===== src/rtcr_cfg.svh =====
`ifndef RTCR_CFG_SVH
`define RTCR_CFG_SVH

// Register byte offsets on the plain register port.
`define RTCR_ADDR_W       5
`define RTCR_OFF_CTL      5'h00
`define RTCR_OFF_CLR      5'h04
`define RTCR_OFF_SET      5'h08
`define RTCR_OFF_INV      5'h0C
`define RTCR_OFF_TIME     5'h10

// Control register bit positions.
`define RTCR_B_ON         15
`define RTCR_B_IDLE_STOP  13
`define RTCR_B_CLKSEL     9
`define RTCR_B_OUTSEL     7
`define RTCR_B_RUN        6
`define RTCR_B_WREN       3
`define RTCR_B_SYNC       2
`define RTCR_B_HALF       1
`define RTCR_B_OE         0
`define RTCR_B_TRIM       16
`define RTCR_TRIM_W       10

// Writable bits of the control register, and the optional fields.
`define RTCR_WMASK        32'h03FF_A789
`define RTCR_CLKSEL_M     32'h0000_0600
`define RTCR_OUTSEL1_M    32'h0000_0100
`define RTCR_OUTSEL0_M    32'h0000_0080
`define RTCR_RST_CTL      32'h0000_0000

// Seconds field of the time value register, in BCD.
`define RTCR_B_SEC        8
`define RTCR_SEC_W        7
`define RTCR_SEC_MAX      7'h59
`define RTCR_SEC_RST      7'h00

// Tick prescaler: 32768 ticks a second, ripple window of 32 ticks.
`define RTCR_PRE_W        15
`define RTCR_PRE_LAST     15'h7FFF
`define RTCR_RIPPLE_SH    5
`define RTCR_TO_W         16

// Tick source and pin source codes.
`define RTCR_SRC_LOWOSC   2'h0
`define RTCR_SRC_XTAL     2'h1
`define RTCR_OUT_ALARM    2'h0
`define RTCR_OUT_SECS     2'h1
`define RTCR_OUT_TICK     2'h2

`endif


===== src/rtcr_pkg.sv =====
`include "rtcr_cfg.svh"

package rtcr_pkg;

  typedef struct packed {
    logic [31:0]              ctl;
    logic [`RTCR_SEC_W-1:0]   secs;
    logic [`RTCR_PRE_W-1:0]   pre;
    logic [`RTCR_TRIM_W-1:0]  hold;
    logic [`RTCR_TO_W-1:0]    idle_cnt;
    logic                     run;
    logic                     tick_prev;
    logic [31:0]              rdata;
    logic                     pin;
    logic                     drive_n;
    logic                     sec_wr;
    logic                     gated;
  } rtcr_state_t;

endpackage


===== src/rtcr_ctrl.sv =====
// Added by the designer: the plain strobed port and the placing of the registers.
`include "rtcr_cfg.svh"

////////////////////////////////////////////////////////////////////////////
// Behaviour
// - Ten-bit signed trim in 25:16; positive N adds N ticks per minute.
// - Negative trim removes ticks each minute; most negative removes 512.
// - Bit 15 enables the clock module; clear disables it.
// - Writes to the enable bit take effect only while unlocked.
// - Idle-stop bit 13 gates bus access while the processor idles.
// - Tick source 01 is crystal, 00 internal oscillator, others reserved.
// - Pin select 10 tick, 01 seconds clock, 00 alarm, 11 reserved.
// - Single select bit 7: 1 seconds clock, 0 alarm pulse.
// - Bit 6 reads 1 while the tick clock really runs.
// - Value registers are writable only while unlock bit 3 is set.
// - Unlock bit sets only during the system unlock sequence.
// - Bit 2 flags the window where a rollover ripple may occur.
// - Bit 1 is 0 in first half second, 1 in second half.
// - A seconds write clears the half-second flag.
// - Pin drive enable is output enable AND module enable.
// - Unimplemented control bits read zero and ignore writes.
// - Absent optional fields read zero and ignore writes.
// - Time value register accepts writes only while unlocked.
// - Clear, set and invert aliases at 0x4, 0x8, 0xC.
module rtcr_ctrl #(
  parameter int unsigned TICK_TIMEOUT = 12207,
  parameter bit          HAS_CLKSEL   = 1'b1,
  parameter int unsigned OUT_SEL_BITS = 2
) (
  input  logic                     clk_i,
  input  logic                     srst_i,
  input  logic [`RTCR_ADDR_W-1:0]  addr_i,
  input  logic [31:0]              wdata_i,
  input  logic                     wr_i,
  input  logic                     rd_i,
  output logic [31:0]              rdata_o,
  input  logic                     unlock_seq_i,
  input  logic                     cpu_idle_i,
  input  logic                     tick_xtal_i,
  input  logic                     tick_lowosc_i,
  input  logic                     alarm_pulse_i,
  output logic                     pin_o,
  output logic                     pin_drive_n_o,
  output logic                     value_write_unlock_o,
  output logic                     seconds_write_o,
  output logic                     bus_clk_gated_o
);

  ////////////////////////////////////////////////////////////////////////////

  // Applies a direct, clear, set or invert write to the current value.
  function automatic logic [31:0] alias_apply(
    input logic [`RTCR_ADDR_W-1:0] a,
    input logic [31:0]             cur,
    input logic [31:0]             w
  );
    logic [31:0] r;
    r = cur;
    case (a)
      `RTCR_OFF_CTL: r = w;
      `RTCR_OFF_CLR: r = cur & ~w;
      `RTCR_OFF_SET: r = cur | w;
      `RTCR_OFF_INV: r = cur ^ w;
      default:       r = cur;
    endcase
    return r;
  endfunction

  function automatic logic is_ctl(input logic [`RTCR_ADDR_W-1:0] a);
    return (a == `RTCR_OFF_CTL) || (a == `RTCR_OFF_CLR) ||
           (a == `RTCR_OFF_SET) || (a == `RTCR_OFF_INV);
  endfunction

  localparam logic [31:0] WMASK = `RTCR_WMASK
    & (HAS_CLKSEL ? 32'hFFFF_FFFF : ~`RTCR_CLKSEL_M)
    & ((OUT_SEL_BITS >= 2) ? 32'hFFFF_FFFF : ~`RTCR_OUTSEL1_M)
    & ((OUT_SEL_BITS >= 1) ? 32'hFFFF_FFFF : ~`RTCR_OUTSEL0_M);
  localparam logic [`RTCR_TO_W-1:0] TIMEOUT = `RTCR_TO_W'(TICK_TIMEOUT);

  rtcr_pkg::rtcr_state_t q;
  rtcr_pkg::rtcr_state_t d;

  logic                    on;
  logic                    wren;
  logic [1:0]              src;
  logic [1:0]              outsel;
  logic                    tick_lvl;
  logic                    tick_edge;
  logic                    sec_roll;
  logic                    min_roll;
  logic                    ripple;
  logic                    half;
  logic [31:0]             ctl_new;
  logic [31:0]             status;
  logic [`RTCR_TRIM_W-1:0] trim;

  assign on     = q.ctl[`RTCR_B_ON];
  assign wren   = q.ctl[`RTCR_B_WREN];
  assign src    = q.ctl[`RTCR_B_CLKSEL+:2];
  assign outsel = q.ctl[`RTCR_B_OUTSEL+:2];
  assign trim   = q.ctl[`RTCR_B_TRIM+:`RTCR_TRIM_W];
  // Half-second flag and ripple window both come straight from the
  // prescaler, so they never disagree with the count software sees.
  assign half   = q.pre[`RTCR_PRE_W-1];
  assign ripple = &q.pre[`RTCR_PRE_W-1:`RTCR_RIPPLE_SH];

  ////////////////////////////////////////////////////////////////////////////

  always_comb
  begin
    // Reserved source codes select no tick, so the clock stops.
    case (src)
      `RTCR_SRC_XTAL:   tick_lvl = tick_xtal_i;
      `RTCR_SRC_LOWOSC: tick_lvl = tick_lowosc_i;
      default:          tick_lvl = 1'b0;
    endcase
  end

  assign tick_edge = on && tick_lvl && !q.tick_prev;
  assign sec_roll  = tick_edge && (q.hold == '0) &&
                     (q.pre == `RTCR_PRE_LAST);
  assign min_roll  = sec_roll && (q.secs == `RTCR_SEC_MAX);
  assign status    = {25'h0, q.run, 3'h0, ripple, half, 1'b0};

  always_comb
  begin
    d           = q;
    d.sec_wr    = 1'b0;
    d.rdata     = '0;
    d.tick_prev = tick_lvl;
    d.gated     = q.ctl[`RTCR_B_IDLE_STOP] && cpu_idle_i;
    ctl_new     = q.ctl;

    // Tick running detector: any rising edge restarts the watchdog.
    if (!on)
    begin
      d.run      = 1'b0;
      d.idle_cnt = '0;
    end
    else if (tick_lvl && !q.tick_prev)
    begin
      d.run      = 1'b1;
      d.idle_cnt = '0;
    end
    else if (q.idle_cnt >= TIMEOUT)
    begin
      d.run = 1'b0;
    end
    else
    begin
      d.idle_cnt = q.idle_cnt + 1'b1;
    end

    // Prescaler. Removed ticks are swallowed by the hold counter first.
    if (tick_edge && (q.hold != '0))
    begin
      d.hold = q.hold - 1'b1;
    end
    else if (tick_edge)
    begin
      d.pre = q.pre + 1'b1;
      if (sec_roll)
      begin
        if (q.secs == `RTCR_SEC_MAX)
        begin
          d.secs = `RTCR_SEC_RST;
        end
        else if (q.secs[3:0] == 4'h9)
        begin
          d.secs = {q.secs[6:4] + 3'h1, 4'h0};
        end
        else
        begin
          d.secs = q.secs + 7'h01;
        end
      end
      if (min_roll && !trim[`RTCR_TRIM_W-1])
      begin
        // Starting the new second N ticks in adds N ticks.
        d.pre = `RTCR_PRE_W'(trim);
      end
      else if (min_roll)
      begin
        d.hold = -trim;
      end
    end

    // Register port; frozen while the bus clock is gated in idle.
    if (wr_i && !q.gated && is_ctl(addr_i))
    begin
      ctl_new = alias_apply(addr_i, q.ctl, wdata_i) & WMASK;
      if (!wren)
      begin
        ctl_new[`RTCR_B_ON] = q.ctl[`RTCR_B_ON];
      end
      if (!unlock_seq_i)
      begin
        // Clearing the unlock is always allowed, setting is not.
        ctl_new[`RTCR_B_WREN] = ctl_new[`RTCR_B_WREN] && wren;
      end
      d.ctl = ctl_new;
    end
    else if (wr_i && !q.gated && (addr_i == `RTCR_OFF_TIME) && wren)
    begin
      // Restarting the prescaler clears the half-second flag and lets a
      // tick source change settle on a clean second.
      d.secs   = wdata_i[`RTCR_B_SEC+:`RTCR_SEC_W];
      d.pre    = '0;
      d.hold   = '0;
      d.sec_wr = 1'b1;
    end

    if (rd_i && !q.gated && (addr_i == `RTCR_OFF_CTL))
    begin
      d.rdata = q.ctl | status;
    end
    else if (rd_i && !q.gated && (addr_i == `RTCR_OFF_TIME))
    begin
      d.rdata = {17'h0, q.secs, 8'h0};
    end

    // Pin source; a single select bit maps onto the same codes.
    case (OUT_SEL_BITS >= 2 ? outsel : {1'b0, outsel[0]})
      `RTCR_OUT_TICK:  d.pin = tick_lvl;
      `RTCR_OUT_SECS:  d.pin = half;
      `RTCR_OUT_ALARM: d.pin = alarm_pulse_i;
      default:         d.pin = 1'b0;
    endcase
    d.drive_n = !(q.ctl[`RTCR_B_OE] && on);
  end

  always_ff @(posedge clk_i)
  begin
    if (srst_i)
    begin
      q         <= '0;
      q.ctl     <= `RTCR_RST_CTL;
      q.secs    <= `RTCR_SEC_RST;
      q.drive_n <= 1'b1;
    end
    else
    begin
      q <= d;
    end
  end

  assign rdata_o              = q.rdata;
  assign pin_o                = q.pin;
  assign pin_drive_n_o        = q.drive_n;
  assign value_write_unlock_o = q.ctl[`RTCR_B_WREN];
  assign seconds_write_o      = q.sec_wr;
  assign bus_clk_gated_o      = q.gated;
endmodule // rtcr_ctrl


===== config.mk =====
export PLATFORM = sky130hd
export DESIGN_NAME = rtcr_ctrl
export DESIGN_NICKNAME = d
export VERILOG_FILES = /design/src/rtcr_pkg.sv /design/src/rtcr_ctrl.sv
export VERILOG_INCLUDE_DIRS = /design/src /design/src/src
export SDC_FILE = /design/constraint.sdc
export NUM_CORES = 1
export LEC_CHECK = 0
export BUFFER_PORTS_ARGS = -buffer_cell sky130_fd_sc_hd__buf_2
export CAP_MARGIN = 20
export CORE_MARGIN = 1
export CORE_UTILIZATION = 30
export CTS_CLUSTER_DIAMETER = 80
export DETAILED_ROUTE_END_ITERATION = 12
export HOLD_SLACK_MARGIN = 0.02
export SLEW_MARGIN = 20
export SYNTH_ARGS = -nofsm -noshare
export SYNTH_HDL_FRONTEND = slang
export SYNTH_SLANG_ARGS = --single-unit

===== constraint.sdc =====
create_clock -name clk_i -period 3.7 [get_ports clk_i]
set_clock_uncertainty 0.05 [all_clocks]
set_input_delay 0.74 -clock clk_i [delete_from_list [all_inputs] [get_ports clk_i]]
set_output_delay 0.74 -clock clk_i [all_outputs]
set_load 0.1 [all_outputs]

==> flow_summary.yaml, run 1 <==
routing:
  drt-initial-drc-count: 313
  drtPass1Iterations: 9
  ant_nets: 0
  post-route-drc-count: 14
  avgRoutedWirePerCell_um: 14.4
  via_per_inst: 4.90
  vias: 4555
  wl_um: 13400
grt:
  grt_pass1_vias: 4303
  grt_max_degree: 50
  grt_first_pass_wirelength_um: 22200
  grtUsageTotal: 0.147
  grt_antenna_before_repair: 0
  grt_overflow: 0
synth:
  syn_inst: 665
  yosys_warnings: 0
  synth_edf_count: 0
  async_flop_share: 0
  synth_area_um2: 5580
  synthFlopType: "dfxtp_1"
  synth_cell_types: 54
  avgSynthCellArea_um2: 8.38
  ys_seq_area_frac: 0.345
  synth_seq_cells: 96
layout:
  area_growth_pct: 11.3
  nNetsFinal: 786
  layout-drive-gt1-share: 0.167
  layout.cells.most_common_list: "96 x dfxtp_1, 78 x nor2_1, 63 x buf_2"
  diodes: 0
  final_common_cell: "dfxtp_1"
min_path:
  hp-class: "flop to flop"
  hp-start: "q[52]$_SDFFE_PP0N_"
  hold_depth: 2
floorplanning:
  dieArea_um2: 19100
  placementRows: 49
  design.portCount: 83
  initial_core_util: 0.308
  die_y_um: 138
  core-area_um2: 18100
  die_w_um: 138
clock_tree:
  cts_max_path_buffers: 2
  cts_buffers: 9
  cts_tree: "built"
  insertion_delay_ns: 0.36
  ctsRootBufferMaster: "clkbuf_16"
  cts.sinks: 96
  cts_max_level: 3
  postCtsSetupRepairBufs: 0
  cts_hold_buf: 0
  clk_pin_slew_ns: 0.07
  cts_resized: 0
sta:
  post-route-min-period_ns: 2.75
  worst_pin_slew_ns: 0.883
  whs_ns: 0.402
  finalHoldViolCount: 0
  slew-limit-headroom: 0.406
  setup_violations: 0
  rsz0062_at_grt: "false"
  tns_ns: 0
  timing.final.crit_share: 0.742
  maxSlewViolCount: 0
  max_freq_mhz: 364
pwr:
  power.density_nw_per_um2: 352
  peakVddDrop_mv: 0.254
  p_leak_nw: 2.51
critical_path:
  reg2regPathDepth: 9
  crit_type: "flop to flop"
  worst_setup_path_start_kind: "flop"
  end_kind: "flop"
  slowest_stage: "nor3_2"
  cpPeakStageDelay_ns: 0.47
  regToRegStartpoint: "q[54]$_SDFF_PP0_"
  arrival_ns: 2.98
  required_ns: 3.94
  crit_chain: "inv_1 -> ha_1 -> nor4b_4 -> and3_1 -> nand4_1 -> buf_4 -> nor3_2 -> a22oi_1 -> nor2_1"
  cp_max_fo: 11
  crit_path_start: "q[54]$_SDFF_PP0_"
run_status:
  failed_checks: "DRC"
  status: "finished with violations"
place:
  hpwl_um: 9810
  portBuffers: 63
  gp_congestion: 0.820
run:
  drv_cap: 0
[critical path, delay by kind of cell (launching register included)]
family                     cells  cell delay, ns
AOI/OAI and AO/OA              1            0.17
and+or+nand+nor                5            1.60
DFF                            1            0.35
buffers and inverters          2            0.32
adders and majority gates      1            0.18
[final cells by class]
| cell class | count | area (um2) |
|---|---|---|
| clock buffers | 10 | 229 |
| clock inverters | 6 | 52.6 |
| fillers | 1879 | 11900 |
| inverters | 49 | 184 |
| multi-input cells | 468 | 3150 |
| flip-flops and latches | 96 | 1920 |
| well taps | 229 | 287 |
| repair buffers | 72 | 383 |
[final timing paths]
kind                                            to  slack [ns]
worst min-delay path            q[52]$_SDFFE_PP0N_        0.40
worst max-delay path              q[68]$_SDFF_PP0_        0.95
worst max register to register    q[68]$_SDFF_PP0_        0.95
worst min register to register  q[52]$_SDFFE_PP0N_        0.40
[stage by stage]
step	total power [mW]	cells	instance area [um2]	worst slack [ns]	util
after floorplan	1.25	672	5600	1.22	-
after global placement	1.30	914	5920	0.776	0.328
after detailed placement	1.31	914	5920	0.742	0.328
after CTS	2.23	930	6210	0.878	0.343
after global routing	2.29	930	6210	0.606	0.343
final	2.18	930	6210	0.954	0.343
[per-layer routing]
| metal | wire, um | GRT usage | vias up |
|---|---|---|---|
| met5 | 0 | 0 | - |
| met4 | 137 | 0.0432 | 0 |
| met3 | 612 | 0.0430 | 8 |
| met2 | 6010 | 0.231 | 99 |
| met1 | 6620 | 0.194 | 2098 |
| li1 | - | - | 2350 |
[cell families after synthesis]
family	share of synthesized area
simple gates	0.225
compound gates	0.136
mux	0.0534
xor+xnor	0.0456
fa+ha+maj	0.0987
buf+inv	0.0952
flops	0.345
other cells	0.000673
[cells in the mapped netlist, drive strengths merged, types with 14 or more instances]
cell type	n	area share
mux2	16	0.032
ha	44	0.099
a21oi	41	0.037
xnor2	18	0.028
nand2	36	0.024
inv	49	0.033
nor3	36	0.035
clkbuf	21	0.014
dfxtp	96	0.34
buf	38	0.048
and3	14	0.016
nand3	22	0.022
nor2	79	0.054
a211oi	37	0.050
[power breakdown]
group / internal [mW] / total, mW / switching [mW] / leakage (nW)
Combinational: 0.0790 / 0.226 / 0.147 / 1.60
Sequential: 1.04 / 1.06 / 0.0140 / 0.775
Clock: 0.467 / 0.901 / 0.435 / 0.132
[flip-flops by register name, summed over array words and instances (netlist names)]
name / cells
outsel: 2
pin_drive_n_o: 1
seconds_write_o: 1
rdata_o: 24
pin_o: 1
value_write_unlock_o: 1
bus_clk_gated_o: 1
on: 1
half: 1
q: 63
(Power assumes the default switching activity.)
==> inputs of run 2 (changes only) <==
ABC_AREA = 1   (was unset)
clock period = 2.55 ns   (was 3.7 ns; I/O delays follow)
==> flow_summary.yaml, run 2 <==
clock_tree:
  cts_max_path_buffers: 2
  cts_resized: 0
  ctsRootBufferMaster: "clkbuf_16"
  cts_hold_buf: 0
  insertion_delay_ns: 0.35
  clk_pin_slew_ns: 0.07
  cts_buffers: 9
  cts_max_level: 3
  postCtsSetupRepairBufs: 0
  cts.sinks: 96
  cts_tree: "built"
layout:
  largest_reg_flops: 63
  final_common_cell: "nand2_1"
  finalInstanceArea_um2: 6650
  layout.cells.most_common_list: "121 x nand2_1, 118 x inv_1, 96 x dfxtp_1"
  nNetsFinal: 946
  fillers: 2101
  area_growth_pct: 11.5
  diodes: 0
  layout-drive-gt1-share: 0.154
  largest_register: "q"
pwr:
  finalPower_mw: 3.07
  power.density_nw_per_um2: 462
  peakVddDrop_mv: 0.359
  p_leak_nw: 2.95
synth:
  yosys-top-cells-area: "dfxtp_1 32%, ha_1 9.2%, nand2_1 7.6%, inv_1 7.4%, nor2_1 4.3%"
  synth_seq_cells: 96
  yosys_warnings: 0
  synthFlopType: "dfxtp_1"
  synth.most_common_cell: "nand2_1"
  synth_edf_count: 0
  yosysTopAreaCell: "dfxtp_1"
  synth_area_um2: 5970
  synth_top_area_frac: 0.322
  synth_cell_types: 49
  avgSynthCellArea_um2: 7.31
  async_flop_share: 0
  ys_seq_area_frac: 0.322
  synth_common_cells: "121 x nand2_1, 118 x inv_1, 96 x dfxtp_1, 69 x nor2_1, 49 x a21oi_1"
  syn_inst: 816
floorplanning:
  dieArea_um2: 20500
  design.portCount: 83
  die_y_um: 143
  placementRows: 51
  initial_core_util: 0.307
  core-area_um2: 19500
  die_w_um: 143
critical_path:
  rrSetupSlack_ns: 0.50
  cp_max_fo: 21
  arrival_ns: 2.24
  timing.rr.end: "q[64]$_SDFF_PP0_"
  reg2regPathDepth: 11
  worst_setup_path_start_kind: "flop"
  crit_type: "flop to flop"
  regToRegStartpoint: "q[54]$_SDFF_PP0_"
  required_ns: 2.74
  end_kind: "flop"
grt:
  grt_overflow: 0
  grtUsageTotal: 0.152
  grt_first_pass_wirelength_um: 24500
  grt_pass1_vias: 4902
  grt_antenna_before_repair: 0
  grt_max_degree: 35
place:
  portBuffers: 63
  hpwl_um: 11000
  gp_congestion: 0.845
  dpl_cell_area_um2: 6380
sta:
  worst_pin_slew_ns: 0.585
  finalHoldViolCount: 0
  post-route-min-period_ns: 2.05
  tns_ns: 0
  slew-limit-headroom: 0.609
  max_freq_mhz: 488
  setup_violations: 0
  maxSlewViolCount: 0
  timing.final.crit_share: 0.804
  rsz0062_at_grt: "false"
routing:
  wl_um: 14700
  via_per_inst: 4.60
  vias: 5182
  avgRoutedWirePerCell_um: 13.1
  ant_nets: 0
  drt-initial-drc-count: 264
  drtPass1Iterations: 4
  post-route-drc-count: 0
run:
  drv_cap: 0
run_status:
  status: "finished clean"
min_path:
  min_to: "q[85]$_SDFF_PP0_"
  hp-class: "input pin to flop"
  hp-start: "wdata_i[14]"
  hold_depth: 3
run 2: worst max path at each step:
| stage | start | to | slack, ns | cells after the start |
|---|---|---|---|---|
| floorplan | value_write_unlock_o$_SDFFE_PP0P_ | q[64]$_SDFF_PP0_ | 0.54 | 6 |
| global placement | tick_xtal_i | q[55]$_SDFF_PP0_ | 0.44 | 10 |
| detailed placement | tick_xtal_i | q[55]$_SDFF_PP0_ | 0.42 | 10 |
| CTS | q[54]$_SDFF_PP0_ | q[64]$_SDFF_PP0_ | 0.49 | 11 |
| global route | q[54]$_SDFF_PP0_ | q[69]$_SDFF_PP0_ | 0.23 | 10 |
| finish | q[54]$_SDFF_PP0_ | q[64]$_SDFF_PP0_ | 0.50 | 11 |
run 2: cell type report:
cell class              instances  area (um2)  share of cell area
clock buffers                  10         229              0.0344
repair buffers                 76         413              0.0621
clock inverters                 6        46.3             0.00696
flip-flops and latches         96        1920               0.289
inverters                     128         480              0.0722
multi-input cells             545        3230               0.486
well taps                     265         332              0.0498
run 2: worst max-delay path, stage by stage, from the launching register on:
cell      delay [ns]
dfxtp_1         0.30
inv_1           0.12
ha_1            0.29
nand3_2         0.13
inv_2           0.08
nand2_4         0.08
nor2_8          0.33
nand4_2         0.25
nand2_1         0.11
o211ai_1        0.08
nand2_1         0.08
inv_1           0.04
run 2: logic make-up (layout without fill, tap and decap cells):
kind of cell	Yosys count	after routing	share of synthesized area
adders and majority gates	44	44	0.0923
buffers and inverters	182	220	0.141
other	1	8	0.000629
AOI/OAI and AO/OA	153	153	0.147
and+or+nand+nor	321	321	0.270
xor gates and xnor gates	19	19	0.0279
DFF	96	96	0.322
run 2: per-layer routing:
layer  track usage  part of all wire
met5             0                 0
met4        0.0532             0.013
met3        0.0238             0.029
met2         0.250              0.46
met1         0.201              0.50
run 2: metrics by stage:
| stage | utilization | setup WS, ns | std cells | hold slack (ns) |
|---|---|---|---|---|
| global placement | 0.328 | 0.437 | 1110 | 0.367 |
| global route | 0.342 | 0.227 | 1126 | 0.314 |
| floorplan | - | 0.539 | 823 | 0.348 |
| finish | 0.342 | 0.500 | 1126 | 0.307 |
| CTS | 0.342 | 0.489 | 1126 | 0.295 |
| detailed placement | 0.328 | 0.419 | 1110 | 0.371 |
run 2: power breakdown:
group	internal [mW]	switching (mW)
sequential	1.51	0.0136
clock	0.663	0.607
combinational	0.0808	0.200
total	2.25	0.820
